==> config.mk <==
export PLATFORM = sky130hd
export DESIGN_NAME = spl_stack_ram
export DESIGN_NICKNAME = d
export VERILOG_FILES = /design/src/spl_stack_ram.sv
export SDC_FILE = /design/constraint.sdc
export NUM_CORES = 1
export LEC_CHECK = 0
export ABC_AREA = 1
export BUFFER_PORTS_ARGS = -buffer_cell sky130_fd_sc_hd__buf_2
export CAP_MARGIN = 20
export CORE_MARGIN = 3
export CORE_UTILIZATION = 55
export CTS_CLUSTER_SIZE = 28
export DETAILED_ROUTE_END_ITERATION = 6
export HOLD_SLACK_MARGIN = 0.03
export PLACE_DENSITY = 0.67
export SYNTH_ARGS = -nofsm -noshare
export SYNTH_HDL_FRONTEND = slang
export SYNTH_SLANG_ARGS = --single-unit
==> constraint.sdc <==
create_clock -name sys_clk -period 6.9 [get_ports sys_clk]
set_input_delay 1.725 -clock sys_clk [delete_from_list [all_inputs] [get_ports sys_clk]]
set_output_delay 1.725 -clock sys_clk [all_outputs]
set_load 0.005 [all_outputs]
==> src/spl_stack_ram.sv <==
// stack word memory with registered read data
`timescale 1ns/1ns
module spl_stack_ram #(
  parameter int AW = 6,
  parameter int DW = 16
) (
  input wire logic sys_clk,
  input wire logic wrEn,
  input wire logic [AW-1:0] wrAddr,
  input wire logic [DW-1:0] wrData,
  input wire logic rdEn,
  input wire logic [AW-1:0] rdAddr,
  output logic [DW-1:0] rdData_r
);

  logic [DW-1:0] mem [0:(1<<AW)-1];

  always_ff @(posedge sys_clk) begin
    if (wrEn) begin
      mem[wrAddr] <= wrData;
    end
  end

  // no reset: contents are don't-care until pushed
  always_ff @(posedge sys_clk) begin
    if (rdEn) begin
      rdData_r <= mem[rdAddr];
    end
  end

endmodule

==> impl_metrics.json <==
{
  "internal_power_mw": 10.1,
  "vias": 27700,
  "grtUsageMet2": 0.429,
  "coreArea_um2": 76100,
  "final_cell_mix": "nand2_1, edfxtp_1, nand3_1",
  "slowest_delay_ns": 0.76,
  "drive_gt1_frac": 0.0775,
  "skew_ns": 0.0267,
  "synth.distinct_cells": 15,
  "worst_slew_pin_slew_ns": 1.28,
  "reg2reg_slack_ns": 5.13,
  "reg2regPathDepth": 8,
  "hold_depth": 8,
  "grt-busiest-layer": "met2",
  "area_growth_pct": 9.58,
  "finalMaxSlewViolations": 0,
  "final_common_cell": "nand2_1",
  "cp_cell_sequence": "buf_4 > buf_4 > buf_4 > nand3_1 > nand2_1 > nand2_1 > nand3_1 > nand3_1 > nand2_1",
  "ios": 47,
  "synth_seq_cells": 1040,
  "cts_tree": "yes",
  "totalWireLength_um": 113000,
  "max-clock-path-buffers": 3,
  "via_per_inst": 5.97,
  "crit_fanout": 51,
  "syn_area_um2": 42300,
  "stdcell_count": 4648,
  "first_global_vias": 26000,
  "hp-class": "flop to flop",
  "timing.rr.start": "mem[14][6]",
  "synthCells": 3517,
  "critPathCaptureType": "flop",
  "cp-start-kind": "input port",
  "p_sw_frac": 0.222,
  "power.density_nw_per_um2": 280,
  "cts_max_level": 3,
  "grt.met1_usage": 0.410,
  "pwr-share-clk": 0.396,
  "critPathSlowestCell": "buf_4",
  "insertion_delay_ns": 0.66,
  "synth_warnings": 0,
  "status": "completed",
  "antenna_found_initial": 5,
  "rows": 101,
  "cts-resized-gates": 0,
  "fin_area_um2": 46300,
  "grtUsageTotal": 0.279,
  "dieWidth_um": 283,
  "die_h_um": 283,
  "grt_overflow": 0,
  "fmax_mhz": 234,
  "first_iter_violations": 3508,
  "dp_cells": 4464,
  "hold_end": "rdData_r[3]",
  "criticalPathCategory": "input port to flop",
  "cts_num_sinks": 1040,
  "place_congestion": 0.831,
  "p_seq_frac": 0.542,
  "timing.critical_path.arrival_ns": 4.78,
  "use_met3": 0.0526,
  "syn_area_per_cell_um2": 12.0,
  "firstDrtPassIters": 5,
  "placedInstanceArea_um2": 43200,
  "p_leak_nw": 16.6,
  "fin_setup_tns_ns": 0,
  "drtAntennaViolNets": 0,
  "hold_viol": 0,
  "die_area_um2": 80200,
  "switching_power_mw": 2.88,
  "initial_core_util": 0.555,
  "io_buffers": 46,
  "power_mw": 13.0,
  "cp_data_required_time_ns": 7.41,
  "grt_pass1_wl_um": 168000,
  "max-cap-violations": 0,
  "numCtsBuffers": 102,
  "synth_nets": 3548,
  "min-delay-start": "mem[48][3]",
  "comb_power_share": 0.062,
  "hold_buffers": 0,
  "routedWlPerCell_um": 24.4,
  "final_nets": 3570,
  "postCtsSetupRepairBufs": 0,
  "setup_viol": 0,
  "drc": 0,
  "holdWs_ns": 0.876,
  "clk_pin_slew_ns": 0.06,
  "yosysSeqAreaShare": 0.739,
  "period_share": 0.618,
  "cts-root-buf": "clkbuf_16",
  "ir_drop_mv": 0.225,
  "reg2reg_to": "rdData_r[6]",
  "period_needed_ns": 4.27,
  "slew_headroom": 0.149,
  "rsz0062_at_grt": "false",
  "grt_max_degree": 207,
  "dpl.hpwl_um": 60400
}
## cell families (layout without fill, tap and decap cells)
group / Yosys count / count (layout) / share of synthesized area
buffers and inverters: 237 / 333 / 0.0352
flip-flops: 1040 / 1040 / 0.739
AND/OR/NAND/NOR: 2240 / 2240 / 0.226
other: 0 / 5 / 0
## sequential cells by signal (all words and copies together), names as in the netlist
| register | cells |
|---|---|
| mem | 1024 |
| rdData_r | 16 |
## per-layer routing
| layer | vias up | wire, um |
|---|---|---|
| met2 | 1493 | 52000 |
| met4 | 2 | 3110 |
| met5 | - | 14 |
| li1 | 12400 | - |
| met3 | 202 | 11700 |
| met1 | 13600 | 46400 |
## power groups by stage
stage	combinational, mW	clock (mW)	sequential, mW
after global routing	0.871	5.45	7.03
after CTS	0.796	5.20	7.03
after detailed placement	0.794	0	7.16
final	0.805	5.14	7.03
after global placement	0.780	0	7.16
after floorplan	0.468	0	7.15
## per-stage QoR
stage	worst slack, ns	utilization
detailed placement	2.03	0.568
finish	2.63	0.609
global placement	2.05	0.568
floorplan	2.62	-
global route	2.63	0.609
CTS	2.71	0.608
## synthesized netlist by cell type
library cell	instances	area, um2
inv_8	1	11.3
buf_4	19	143
buf_6	49	552
inv_1	9	33.8
buf_1	17	63.8
buf_8	1	15.0
clkbuf_1	26	97.6
nand2_1	1296	4860
nor2_1	56	210
nor4_1	8	50.1
inv_2	2	7.51
edfxtp_1	1040	31200
nand3_1	871	4360
nand4_1	9	56.3
buf_2	113	566
## worst max path at each step
stage          startpoint          end  slack, ns
2_1_floorplan        wrEn   mem[48][0]       2.62
3_3_place_gp    rdAddr[2]  rdData_r[6]       2.05
3_5_place_dp    rdAddr[2]  rdData_r[6]       2.03
4_1_cts         rdAddr[2]  rdData_r[6]       2.71
5_1_grt         rdAddr[2]  rdData_r[6]       2.63
6_report        rdAddr[2]  rdData_r[6]       2.63
## area by class of cell
class / count / area (um2)
well taps: 1030 / 1290
clock inverters: 36 / 280
flip-flops and latches: 1040 / 31200
fillers: 5976 / 29800
diodes: 5 / 12.5
inverters: 12 / 71.3
repair buffers: 143 / 1080
clock buffers: 142 / 2750
multi-input cells: 2240 / 9600
## worst max-delay path: cells and delay by family
family	cells	cell delay, ns
buffers and inverters	3	1.88
and+or+nand+nor	6	1.11
Note: power is estimated with default switching activity, not from simulation.
